File: src/ledi2c_pkg.sv
package ledi2c_pkg;
  // ----------------------------------------
  // bus timing
  // ----------------------------------------
  localparam int CLK_PERIOD_PS = 5000;
  localparam int NOISE_MAX_NS = 100;
  localparam int NOISE_CYC = (NOISE_MAX_NS * 1000 + CLK_PERIOD_PS - 1) / CLK_PERIOD_PS;
  localparam logic [3:0] ADDR_FIXED = 4'hC;
  // ----------------------------------------
  // ahb register map
  // ----------------------------------------
  localparam logic [7:0] OFS_INPUT0 = 8'h00;
  localparam logic [7:0] OFS_INPUT1 = 8'h04;
  localparam logic [7:0] OFS_PSC0 = 8'h08;
  localparam logic [7:0] OFS_PWM0 = 8'h0C;
  localparam logic [7:0] OFS_PSC1 = 8'h10;
  localparam logic [7:0] OFS_PWM1 = 8'h14;
  localparam logic [7:0] OFS_LS0 = 8'h18;
  localparam logic [7:0] OFS_LS1 = 8'h1C;
  localparam logic [7:0] OFS_LS2 = 8'h20;
  localparam logic [7:0] OFS_LS3 = 8'h24;
  localparam logic [7:0] OFS_STATUS = 8'h28;
  localparam logic [7:0] OFS_GPIO = 8'h2C;
  localparam int NUM_REGS = 10;
  localparam logic [3:0] LAST_REG = 4'h9;
  localparam logic [7:0] RST_PSC = 8'hFF;
  localparam logic [7:0] RST_PWM = 8'h80;
  localparam logic [7:0] RST_LS = 8'h55;
  localparam logic [1:0] LS_ON = 2'h0;
  localparam logic [1:0] LS_OFF = 2'h1;
  localparam logic [1:0] LS_RATE0 = 2'h2;
  localparam logic [1:0] LS_RATE1 = 2'h3;
  typedef enum logic [2:0] {LI_IDLE, LI_ADDR, LI_ACK, LI_RX, LI_TX, LI_MACK, LI_WAIT} ledi_st_t;
endpackage

File: src/ledi_glitch.sv
`timescale 1ns/1ps
`default_nettype none
module ledi_glitch
  import ledi2c_pkg::*;
#(
  parameter int FILT = NOISE_CYC
) (
  input wire logic mclk,  // clock
  input wire logic reset, // async reset
  input wire logic pin,   // raw pin
  output logic clean      // filtered level
);
  if (FILT < 1 || FILT > 255) begin : g_bad_filt
    $error("bad FILT");
  end
  logic s1_ff, s2_ff, clean_ff, nxt_clean;
  logic [7:0] cnt_ff, nxt_cnt;
  // ----------------------------------------
  // sync then hold-off filter
  // ----------------------------------------
  always_comb begin
    nxt_clean = clean_ff;
    nxt_cnt = 8'h00;
    if (s2_ff != clean_ff) begin
      nxt_cnt = cnt_ff + 8'h01;
      if (cnt_ff >= 8'(FILT)) begin
        nxt_clean = s2_ff;
        nxt_cnt = 8'h00;
      end
    end
  end
  always_ff @(posedge mclk or posedge reset) begin
    if (reset) begin
      s1_ff <= 1'b1;
      s2_ff <= 1'b1;
      clean_ff <= 1'b1;
      cnt_ff <= 8'h00;
    end else begin
      s1_ff <= pin;
      s2_ff <= s1_ff;
      clean_ff <= nxt_clean;
      cnt_ff <= nxt_cnt;
    end
  end
  assign clean = clean_ff;
endmodule // ledi_glitch
`default_nettype wire

File: src/ledi_top.sv
`timescale 1ns/1ps
`default_nettype none
module ledi_top
  import ledi2c_pkg::*;
(
  input wire logic mclk,              // 200 MHz clock
  input wire logic reset,             // async reset, high
  input wire logic reset_pin_n,       // device reset pin, low
  input wire logic scl_in,            // serial clock pin
  input wire logic sda_in,            // serial data pin level
  output logic sda_out,               // always 0
  output logic sda_oe,                // high pulls sda low
  input wire logic addr_select_bit0,  // address strap 0
  input wire logic addr_select_bit1,  // address strap 1
  input wire logic addr_select_bit2,  // address strap 2
  input wire logic [15:0] ind_in,     // indicator pin levels
  output logic [15:0] indicator_outputs_oe, // high pulls pin low
  input wire logic first_flash_rate,  // blink source 0 level
  input wire logic second_flash_rate, // blink source 1 level
  input wire logic [31:0] haddr,      // ahb address
  input wire logic [1:0] htrans,      // ahb transfer type
  input wire logic hwrite,            // ahb write
  input wire logic [2:0] hsize,       // ahb size
  input wire logic [31:0] hwdata,     // ahb write data
  input wire logic hsel,              // ahb select
  input wire logic hready,            // ahb ready in
  output logic [31:0] hrdata,         // ahb read data
  output logic hreadyout,             // ahb ready out
  output logic hresp                  // ahb response
);
  logic scl_f, sda_f, scl_d_ff, sda_d_ff;
  logic rp1_ff, rp2_ff, a1_ff, a2_ff, b1_ff, b2_ff;
  logic [15:0] in1_ff, in2_ff;
  logic [2:0] sel1_ff, sel_ff;
  logic [7:0] regs_ff [NUM_REGS];
  logic [7:0] nxt_regs [NUM_REGS];
  ledi_st_t st_ff, nxt_st;
  logic [3:0] bit_ff, nxt_bit;
  logic [7:0] sh_ff, nxt_sh;
  logic [7:0] ptr_ff, nxt_ptr;
  logic ptr_vld_ff, nxt_ptr_vld, rd_ff, nxt_rd, oe_ff, nxt_oe;
  logic hw_ff, nxt_hw;
  logic [7:0] ha_ff, nxt_ha;
  logic [31:0] hrd_ff, nxt_hrd;
  logic start, stop, scl_rise, scl_fall, soft_rst;
  logic [7:0] rd_byte;
  // ----------------------------------------
  // pin conditioning
  // ----------------------------------------
  // noise filter, two-flop sync inside
  ledi_glitch #(.FILT(NOISE_CYC)) u_fscl (.mclk(mclk), .reset(reset), .pin(scl_in), .clean(scl_f));
  ledi_glitch #(.FILT(NOISE_CYC)) u_fsda (.mclk(mclk), .reset(reset), .pin(sda_in), .clean(sda_f));
  always_ff @(posedge mclk or posedge reset) begin
    if (reset) begin
      {scl_d_ff, sda_d_ff} <= 2'h3;
      {rp1_ff, rp2_ff} <= 2'h0;
      {a1_ff, a2_ff, b1_ff, b2_ff} <= 4'h0;
      {in1_ff, in2_ff} <= 32'h0000_0000;
      {sel1_ff, sel_ff} <= 6'h00;
    end else begin
      scl_d_ff <= scl_f;
      sda_d_ff <= sda_f;
      rp1_ff <= reset_pin_n;
      rp2_ff <= rp1_ff;
      a1_ff <= first_flash_rate;
      a2_ff <= a1_ff;
      b1_ff <= second_flash_rate;
      b2_ff <= b1_ff;
      in1_ff <= ind_in;
      in2_ff <= in1_ff;
      // straps are pins too, so they get the same two-flop sync
      sel1_ff <= {addr_select_bit2, addr_select_bit1, addr_select_bit0};
      sel_ff <= sel1_ff;
    end
  end
  assign soft_rst = ~rp2_ff;
  assign start = scl_f & scl_d_ff & sda_d_ff & ~sda_f;
  assign stop = scl_f & scl_d_ff & ~sda_d_ff & sda_f;
  assign scl_rise = scl_f & ~scl_d_ff;
  assign scl_fall = ~scl_f & scl_d_ff;
  // register 0/1 show live pin levels
  always_comb begin
    rd_byte = 8'h00;
    case (ptr_ff[3:0])
      4'h0: rd_byte = in2_ff[7:0];
      4'h1: rd_byte = in2_ff[15:8];
      default: if (ptr_ff[3:0] <= LAST_REG) rd_byte = regs_ff[ptr_ff[3:0]];
    endcase
  end
  // ----------------------------------------
  // serial state machine
  // ----------------------------------------
  always_comb begin
    nxt_st = st_ff;
    nxt_bit = bit_ff;
    nxt_sh = sh_ff;
    nxt_ptr = ptr_ff;
    nxt_ptr_vld = ptr_vld_ff;
    nxt_rd = rd_ff;
    nxt_oe = oe_ff;
    for (int i = 0; i < NUM_REGS; i++) nxt_regs[i] = regs_ff[i];
    if (hw_ff && ha_ff >= OFS_PSC0 && ha_ff <= OFS_LS3 && ha_ff[1:0] == 2'h0) nxt_regs[ha_ff[5:2]] = hwdata[7:0];
    if (start) begin
      nxt_st = LI_ADDR;
      nxt_bit = 4'h0;
      nxt_oe = 1'b0;
      nxt_ptr_vld = 1'b0;
    end else if (stop) begin
      nxt_st = LI_IDLE;
      nxt_oe = 1'b0;
    end else begin
      case (st_ff)
        LI_IDLE: nxt_oe = 1'b0;
        LI_ADDR, LI_RX: begin
          if (scl_rise) begin
            nxt_sh = {sh_ff[6:0], sda_f};
            nxt_bit = bit_ff + 4'h1;
          end
          if (scl_fall && bit_ff == 4'h8) begin
            if (st_ff == LI_ADDR) begin
              if (sh_ff[7:4] == ADDR_FIXED && sh_ff[3:1] == sel_ff) begin
                nxt_rd = sh_ff[0];
                nxt_oe = 1'b1;
                nxt_st = LI_ACK;
              end else begin
                nxt_st = LI_WAIT;
              end
            end else begin
              if (!ptr_vld_ff) begin
                nxt_ptr = sh_ff;
                nxt_ptr_vld = 1'b1;
              end else begin
                if (ptr_ff[3:0] >= 4'h2 && ptr_ff[3:0] <= LAST_REG) nxt_regs[ptr_ff[3:0]] = sh_ff;
                if (ptr_ff[4])
                  nxt_ptr[3:0] = (ptr_ff[3:0] >= LAST_REG) ? 4'h0 : ptr_ff[3:0] + 4'h1;
              end
              nxt_oe = 1'b1;
              nxt_st = LI_ACK;
            end
          end
        end
        LI_ACK: if (scl_fall) begin
          nxt_bit = 4'h0;
          if (rd_ff) begin
            nxt_sh = rd_byte;
            nxt_oe = ~rd_byte[7];
            nxt_st = LI_TX;
          end else begin
            nxt_oe = 1'b0;
            nxt_st = LI_RX;
          end
        end
        LI_TX: begin
          if (scl_rise) nxt_bit = bit_ff + 4'h1;
          if (scl_fall) begin
            nxt_sh = {sh_ff[6:0], 1'b1};
            if (bit_ff == 4'h8) begin
              nxt_oe = 1'b0;
              nxt_st = LI_MACK;
              if (ptr_ff[4]) nxt_ptr[3:0] = (ptr_ff[3:0] >= LAST_REG) ? 4'h0 : ptr_ff[3:0] + 4'h1;
            end else begin
              nxt_oe = ~sh_ff[6];
            end
          end
        end
        LI_MACK: if (scl_rise) begin
          nxt_bit = 4'h0;
          nxt_st = sda_f ? LI_WAIT : LI_ACK;
          nxt_rd = 1'b1;
        end
        LI_WAIT: nxt_oe = 1'b0;
        default: nxt_st = LI_IDLE;
      endcase
    end
  end
  always_ff @(posedge mclk or posedge reset) begin
    if (reset) begin
      st_ff <= LI_IDLE;
      bit_ff <= 4'h0;
      sh_ff <= 8'h00;
      ptr_ff <= 8'h00;
      ptr_vld_ff <= 1'b0;
      rd_ff <= 1'b0;
      oe_ff <= 1'b0;
      for (int i = 0; i < NUM_REGS; i++) regs_ff[i] <= 8'h00;
      regs_ff[2] <= RST_PSC;
      regs_ff[3] <= RST_PWM;
      regs_ff[4] <= RST_PSC;
      regs_ff[5] <= RST_PWM;
      for (int i = 6; i < NUM_REGS; i++) regs_ff[i] <= RST_LS;
    end else if (soft_rst) begin
      st_ff <= LI_IDLE;
      bit_ff <= 4'h0;
      sh_ff <= 8'h00;
      ptr_ff <= 8'h00;
      ptr_vld_ff <= 1'b0;
      rd_ff <= 1'b0;
      oe_ff <= 1'b0;
      regs_ff[2] <= RST_PSC;
      regs_ff[3] <= RST_PWM;
      regs_ff[4] <= RST_PSC;
      regs_ff[5] <= RST_PWM;
      for (int i = 6; i < NUM_REGS; i++) regs_ff[i] <= RST_LS;
    end else begin
      st_ff <= nxt_st;
      bit_ff <= nxt_bit;
      sh_ff <= nxt_sh;
      ptr_ff <= nxt_ptr;
      ptr_vld_ff <= nxt_ptr_vld;
      rd_ff <= nxt_rd;
      oe_ff <= nxt_oe;
      for (int i = 0; i < NUM_REGS; i++) regs_ff[i] <= nxt_regs[i];
    end
  end
  assign sda_out = 1'b0;
  assign sda_oe = oe_ff;
  // ----------------------------------------
  // indicator outputs
  // ----------------------------------------
  // per-pin selector
  genvar g;
  for (g = 0; g < 16; g++) begin : g_ind
    logic [1:0] mode;
    assign mode = regs_ff[6 + g / 4][(g % 4) * 2 +: 2];
    assign indicator_outputs_oe[g] = (mode == LS_ON) | ((mode == LS_RATE0) & a2_ff) | ((mode == LS_RATE1) & b2_ff);
  end
  // ----------------------------------------
  // ahb-lite slave
  // ----------------------------------------
  always_comb begin
    nxt_hw = 1'b0;
    nxt_ha = ha_ff;
    nxt_hrd = hrd_ff;
    if (hsel && hready && htrans[1]) begin
      nxt_hw = hwrite & ~soft_rst;
      nxt_ha = haddr[7:0];
      nxt_hrd = 32'h0000_0000;
      case (haddr[7:0])
        OFS_INPUT0: nxt_hrd = {24'h000000, in2_ff[7:0]};
        OFS_INPUT1: nxt_hrd = {24'h000000, in2_ff[15:8]};
        OFS_STATUS: nxt_hrd = {20'h00000, ptr_ff, 1'b0, 3'(st_ff)};
        OFS_GPIO: nxt_hrd = {16'h0000, indicator_outputs_oe};
        default: if (haddr[7:0] <= OFS_LS3 && haddr[1:0] == 2'h0) nxt_hrd = {24'h000000, regs_ff[haddr[5:2]]};
      endcase
    end
  end
  always_ff @(posedge mclk or posedge reset) begin
    if (reset) begin
      hw_ff <= 1'b0;
      ha_ff <= 8'h00;
      hrd_ff <= 32'h0000_0000;
    end else begin
      hw_ff <= nxt_hw;
      ha_ff <= nxt_ha;
      hrd_ff <= nxt_hrd;
    end
  end
  assign hrdata = hrd_ff;
  assign hreadyout = 1'b1;
  assign hresp = 1'b0;
endmodule // ledi_top
`default_nettype wire

File: config.mk
export PLATFORM = sky130hd
export DESIGN_NAME = ledi_top
export DESIGN_NICKNAME = d
export VERILOG_FILES = /design/src/ledi2c_pkg.sv /design/src/ledi_glitch.sv /design/src/ledi_top.sv
export SDC_FILE = /design/constraint.sdc
export NUM_CORES = 1
export LEC_CHECK = 0
export ABC_AREA = 1
export BUFFER_PORTS_ARGS = -buffer_cell sky130_fd_sc_hd__buf_4
export CORE_MARGIN = 2
export CORE_UTILIZATION = 40
export CTS_BUF_LIST = sky130_fd_sc_hd__clkbuf_4 sky130_fd_sc_hd__clkbuf_8
export CTS_CLUSTER_SIZE = 28
export DETAILED_ROUTE_END_ITERATION = 7
export GPL_TIMING_DRIVEN = 0
export MAX_ROUTING_LAYER = met4
export SYNTH_ARGS = -nofsm -noshare
export SYNTH_HDL_FRONTEND = slang
export SYNTH_HIERARCHICAL = 1
export SYNTH_SLANG_ARGS = --single-unit
File: constraint.sdc
create_clock -name mclk -period 6.9 [get_ports mclk]
set_clock_uncertainty 0.05 [all_clocks]
set_input_delay 1.38 -clock mclk [delete_from_list [all_inputs] [get_ports mclk]]
set_output_delay 1.38 -clock mclk [all_outputs]
set_load 0.02 [all_outputs]
; Word-level counts from Yosys, hierarchy flattened
; Index checks and enable logic that the tools add are counted.
[classes]
eq_ne = 82
addsub = 4
n_reduce_logical = 45
n_mux = 96
n_bitwise = 81
order_cmp = 13
[ops]
columns = operator, n
row1 = 80-bit 2-to-1 mux, 8
row2 = 8-bit 2-to-1 mux, 24
row3 = 80-bit bitwise mux, 2
row4 = 8-bit binary-select mux with 4-bit select, 2
row5 = 8-bit demux with 4-bit select, 2
row6 = 2-bit == test (second input constant), 32
row7 = 64-bit 2-to-1 mux, 1
row8 = 16-bit one-hot mux with 4 select lines, 1
row9 = 4-bit 2-to-1 mux, 13
row10 = 1-bit AND, 40
row11 = 2-bit zero test, 18
row12 = 3-bit 2-to-1 mux, 12
row13 = 3-bit inequality test (second input constant), 12
row14 = 1-bit bitwise OR, 32
row15 = 5-bit inequality test (second input constant), 5
row16 = 1-bit 2-to-1 mux, 24
row17 = 8-bit one-hot mux with 3 select lines, 1
row18 = 7-bit AND reduction, 3
row19 = 8-bit by 1-bit adder with 8-bit output (second input constant), 2
row20 = 8-bit by 6-bit == test with 1-bit output (second input constant), 2
row21 = 8-bit by 5-bit >= comparator with 1-bit output (second input constant), 2
row22 = 8-bit by 6-bit <= comparator with 1-bit output (second input constant), 2
row23 = 8-bit one-hot mux with 2 select lines, 1
row24 = 5-bit >= comparator (second input constant), 3
row25 = 40 further kinds, 77
[word_totals]
inputBits = 98
wordCells = 362
reg_bits = 215

; Logic depth before layout (Yosys ltp)
[logic_depth]
ltp_word = 16
depth_mapped = 13
depth_no_buf = 12

; Hierarchy
; Netlist, hierarchy kept.
[modules_own_cells]
columns = module, instances, area_each_um2, cells_each
row1 = ledi_top, 1, 10651.5, 1544
row2 = ledi_glitch, 2, 481.7, 44

; Worst setup path after synthesis
; No wires, ideal clock.
[synth_path]
kind = flip-flop to output port
start = register b2_ff
end = output port indicator_outputs_oe[12]
setup_slack_ns = 4.200
t_required_ns = 5.470
arrival_ns = 1.270
stages_incl_launch_ff = 5
cell_sequence = dfrtp_1 > clkbuf_1 > clkbuf_1 > nand2_1 > a21oi_1
[synth_between]
elab_chain_len = 2
[synth_lines]
columns = element, line
row1 = "start, declared", ledi_top.sv:32  ; logic rp1_ff, rp2_ff, a1_ff, a2_ff, b1_ff, b2_ff;
row2 = "start signal, assigned", ledi_top.sv:57  ; {a1_ff, a2_ff, b1_ff, b2_ff} <= 4'h0;
row3 = "start signal, assigned", ledi_top.sv:68  ; b2_ff <= b1_ff;
row4 = 1-bit AND, ledi_top.sv:225  ; assign indicator_outputs_oe[g] = (mode == LS_ON) | ((mode == LS_RATE0) & a2_ff) | ((mode == LS_RATE1) & b2_ff) ...
row5 = 1-bit bitwise OR, ledi_top.sv:225
row6 = "end, declared", ledi_top.sv:17  ; output logic [15:0] indicator_outputs_oe,
; No other way between the ends.

; Final worst setup path
[layout_path]
start = register b2_ff
end = output port indicator_outputs_oe[1]
; Same word-level chain as after synthesis.

==> results.md <==
* Clk slew on worst S/H paths at 0.12 ns
* Detailed Route WL at 43310 µm
* Finished Cell Area at around 13000 µm²
* Main area contributors after synthesis: dfrtp_1 34%, nand2_1 17%, dfstp_2 9.5%, o21ai_0 7.1%, nand3_1 6.7%
* Ant. Diodes at 0
* Async SR Flop Fraction at 100.0%
* Syn_area_per_cell at 7.117 µm²
* CTS Hold Buffers Added at 0
* Worst slew pin tran at ~1.3 ns
* Synth unique cells at 42
* Top layer in use: met4
* Mux contribution to synthesized area at 0%
* Post-route ant nets at 0
* Number of placement rows at just over 60
* Post-Syn Instances at roughly 1600
* Largest net degree at the start of global routing at around 100
* Initial Utilization at 40.58%
* GP Congestion at 1.060
* Aggregate global-route resource usage at between 20% and 30%
* Predominant post-synthesis flop cell: dfrtp_1
* Total number of H-tree levels at 4
* DRT Pass-1 Iters at 8
* Wire per inst at 20.17 µm
* Top cell type's share of synthesized area at about 34%
* Worst skew pair latency at 0.52 ns
* Hold Fails Final Rpt at 0
* Synth Area in Compound Gates at between 10% and 20%
* Commonest non-fill, non-tap cells in the layout: 532 x nand2_1, 176 x inv_1, 164 x o21ai_0
* Crit. End Element: output port
* Drt drc at 0
* EDFF count, synth at 0
* RSZ-0062 raised after global routing: false
* Leak pwr at 6.908 nW
* Synthesized cell area at ~12000 µm²
* Worst EP arrival at between 2 and 2.5 ns
* Worst rel slew slack at a little under an eighth
* Port Buffers at 77
* CP required at between 5 and 6 ns
* CP Max Fanout at 10
* Die footprint at 30420 µm²
* Crit start category: register
* Synth Area in XOR/XNOR at less than 1%
* Layout cells sized above 1 at approximately 14%
* Commonest non-fill, non-tap cell in the layout: nand2_1
* Synth area leader: dfrtp_1
* Yosys reg bits at just under 200
* Final worst slack at 3.086 ns
* I/O pin count at 150
* Power density cells at 179.5 nW/µm²
* Met1 WL at ~18000 µm
* Max-cap violations at 0
* Metal2 WL at 19990 µm
* Vias in the first global route at ~11000
* Period utilisation layout at between 50% and 60%
* Die height at ~170 µm
* Slew Viols, Final at 0
* Area after DPL at about 13000 µm²
* Minimum clock period at around 3.8 ns
* Sequential-to-total area share from yosys stat at a little over two fifths
* DR WL met3 at 3205 µm
* Hold Crit Class: register to register
* TritonCTS clock tree: built
* CTS Sinks at 199
* Synth Area in Adders at between 1 and 1.5%
* Nets@finish at about 1900
* Global route overflow at 0
* Area Growth Syn to Fin at 13.78%
* DRT iter0 DRCs at ~1300
* Max Root-Sink Buffers at 2
* Post-cts resize count at 0
* Total CTS buffers at 17
* Root Buffer: clkbuf_8
* Global-route wire length before repair at about 66000 µm
* Core ar. at around 29000 µm²
* Main combinational cell family by area after synthesis: simple AND/OR/NAND/NOR gates
* Vias/cell at about 5.4
* Initial antenna violation count at 0
* # setup viols final at 0
* Routed vias at approximately 12000
* YS warnings at 6
* Die Wd at 174.4 µm
* Simple-gate area share of the yosys netlist at a little under a third
* Crit Path Category: register to output port
* Post-CTS setup buffer count at 0
* Achievable Freq at 262.2 MHz
* Status: finished, final reports clean
* VDD IR-drop max at ~0.13 mV
* Post-Place Setup Slack at 3.176 ns
* Post-DP HPWL at 32460 µm
[metal layers]
| layer | track usage (%) | up-vias |
|---|---|---|
| met5 | - | - |
| met3 | 4.921 | 105 |
| met2 | 45.85 | 527 |
| li1 | - | 5449 |
| met4 | 13.52 | 0 |
| met1 | 38.62 | 5497 |
[final timing paths]
kind | startpoint | end | slack, ns | cells past startpoint
min in group asynchronous | reset | u_fscl/cnt_ff[6]$_DFF_PP0_ | 0.85 | 2
hold / removal | u_fscl/s1_ff$_DFF_PP1_ | u_fscl/s2_ff$_DFF_PP1_ | 0.30 | 0
hold reg to reg | u_fscl/s1_ff$_DFF_PP1_ | u_fscl/s2_ff$_DFF_PP1_ | 0.30 | 0
max in group asynchronous | reset | g_ind[1].mode[0]$_DFF_PP1_ | 4.95 | 3
setup / recovery | b2_ff$_DFF_PP0_ | indicator_outputs_oe[1] | 3.09 | 5
setup reg to reg | ptr_ff[1]$_DFFE_PP0P_ | g_ind[11].mode[1]$_DFF_PP0_ | 3.62 | 11
[flip-flops by register name, indices dropped and copies added (netlist names), 3 cells and up]
name / flops
regs_ff: 48
g_ind.mode: 32
hrdata: 16
in1_ff: 16
in2_ff: 16
ha_ff: 8
ptr_ff: 8
sh_ff: 8
u_fscl/cnt_ff: 8
u_fsda/cnt_ff: 8
bit_ff: 4
sel1_ff: 3
sel_ff: 3
st_ff: 3
[final cells by class]
type	instances	area, µm²
clock buffer	17	234.0
tap	384	480.5
buffer	84	434.2
inverter	186	705.7
clock inverter	15	193.9
sequential	199	5032
multi-input combinational	1184	5529
fill	2963	15410
timing repair buffer	78	605.6
[synthesized netlist by cell type (4+ instances only)]
| master | count |
|---|---|
| dfrtp_1 | 157 |
| ha_1 | 11 |
| dfstp_2 | 42 |
| nand2_2 | 10 |
| clkinv_1 | 5 |
| a31oi_1 | 12 |
| a22oi_1 | 8 |
| nand4_1 | 17 |
| inv_2 | 4 |
| inv_1 | 177 |
| nor2_1 | 88 |
| nor2_2 | 13 |
| nor3_1 | 20 |
| buf_4 | 19 |
| conb_1 | 4 |
| nand3_1 | 155 |
| clkbuf_1 | 35 |
| buf_1 | 7 |
| o211ai_1 | 8 |
| nand2_4 | 4 |
| and3_1 | 4 |
| a31o_2 | 8 |
| nand2_1 | 532 |
| o21ai_0 | 164 |
| xnor2_1 | 4 |
| o22ai_1 | 21 |
| xor2_1 | 4 |
| a21oi_1 | 53 |
| buf_2 | 20 |
[worst max-delay path, cell delays in order (launching register included)]
cell      delay, ns
dfrtp_1        0.34
clkbuf_1       0.34
clkbuf_1       0.53
a31oi_1        0.38
inv_1          0.14
buf_4          0.15
[report_power, final]
group | switching, mW | total, mW | internal (mW)
registers | 0.0254 | 1.23 | 1.20
clock network | 0.527 | 0.809 | 0.282
logic | 0.248 | 0.337 | 0.0894
[per-stage QoR]
step / TNS, ns / utilization, % / hold slack [ns] / power [mW] / cells
global placement: -226.36 / 44.55 / 0.2843 / 1.572 / 2114
floorplan: 0 / - / 0.2812 / 1.438 / 1653
CTS: 0 / 46.17 / 0.2984 / 2.382 / 2147
global route: 0 / 46.17 / 0.2955 / 2.465 / 2147
detailed placement: 0 / 44.67 / 0.2847 / 1.576 / 2115
finish: 0 / 46.17 / 0.3009 / 2.373 / 2147
[logic make-up (layout without fill, tap and decap cells)]
family                   Yosys count  after routing
AND/OR/NAND/NOR                  856            856
AO/OA/AOI/OAI                    282            282
XOR/XNOR                          10             10
other                              4             25
buffers and inverters            270            380
adder cells (fa/ha/maj)           11             11
flip-flops                       199            199
Power figures use the tool's default switching activity.
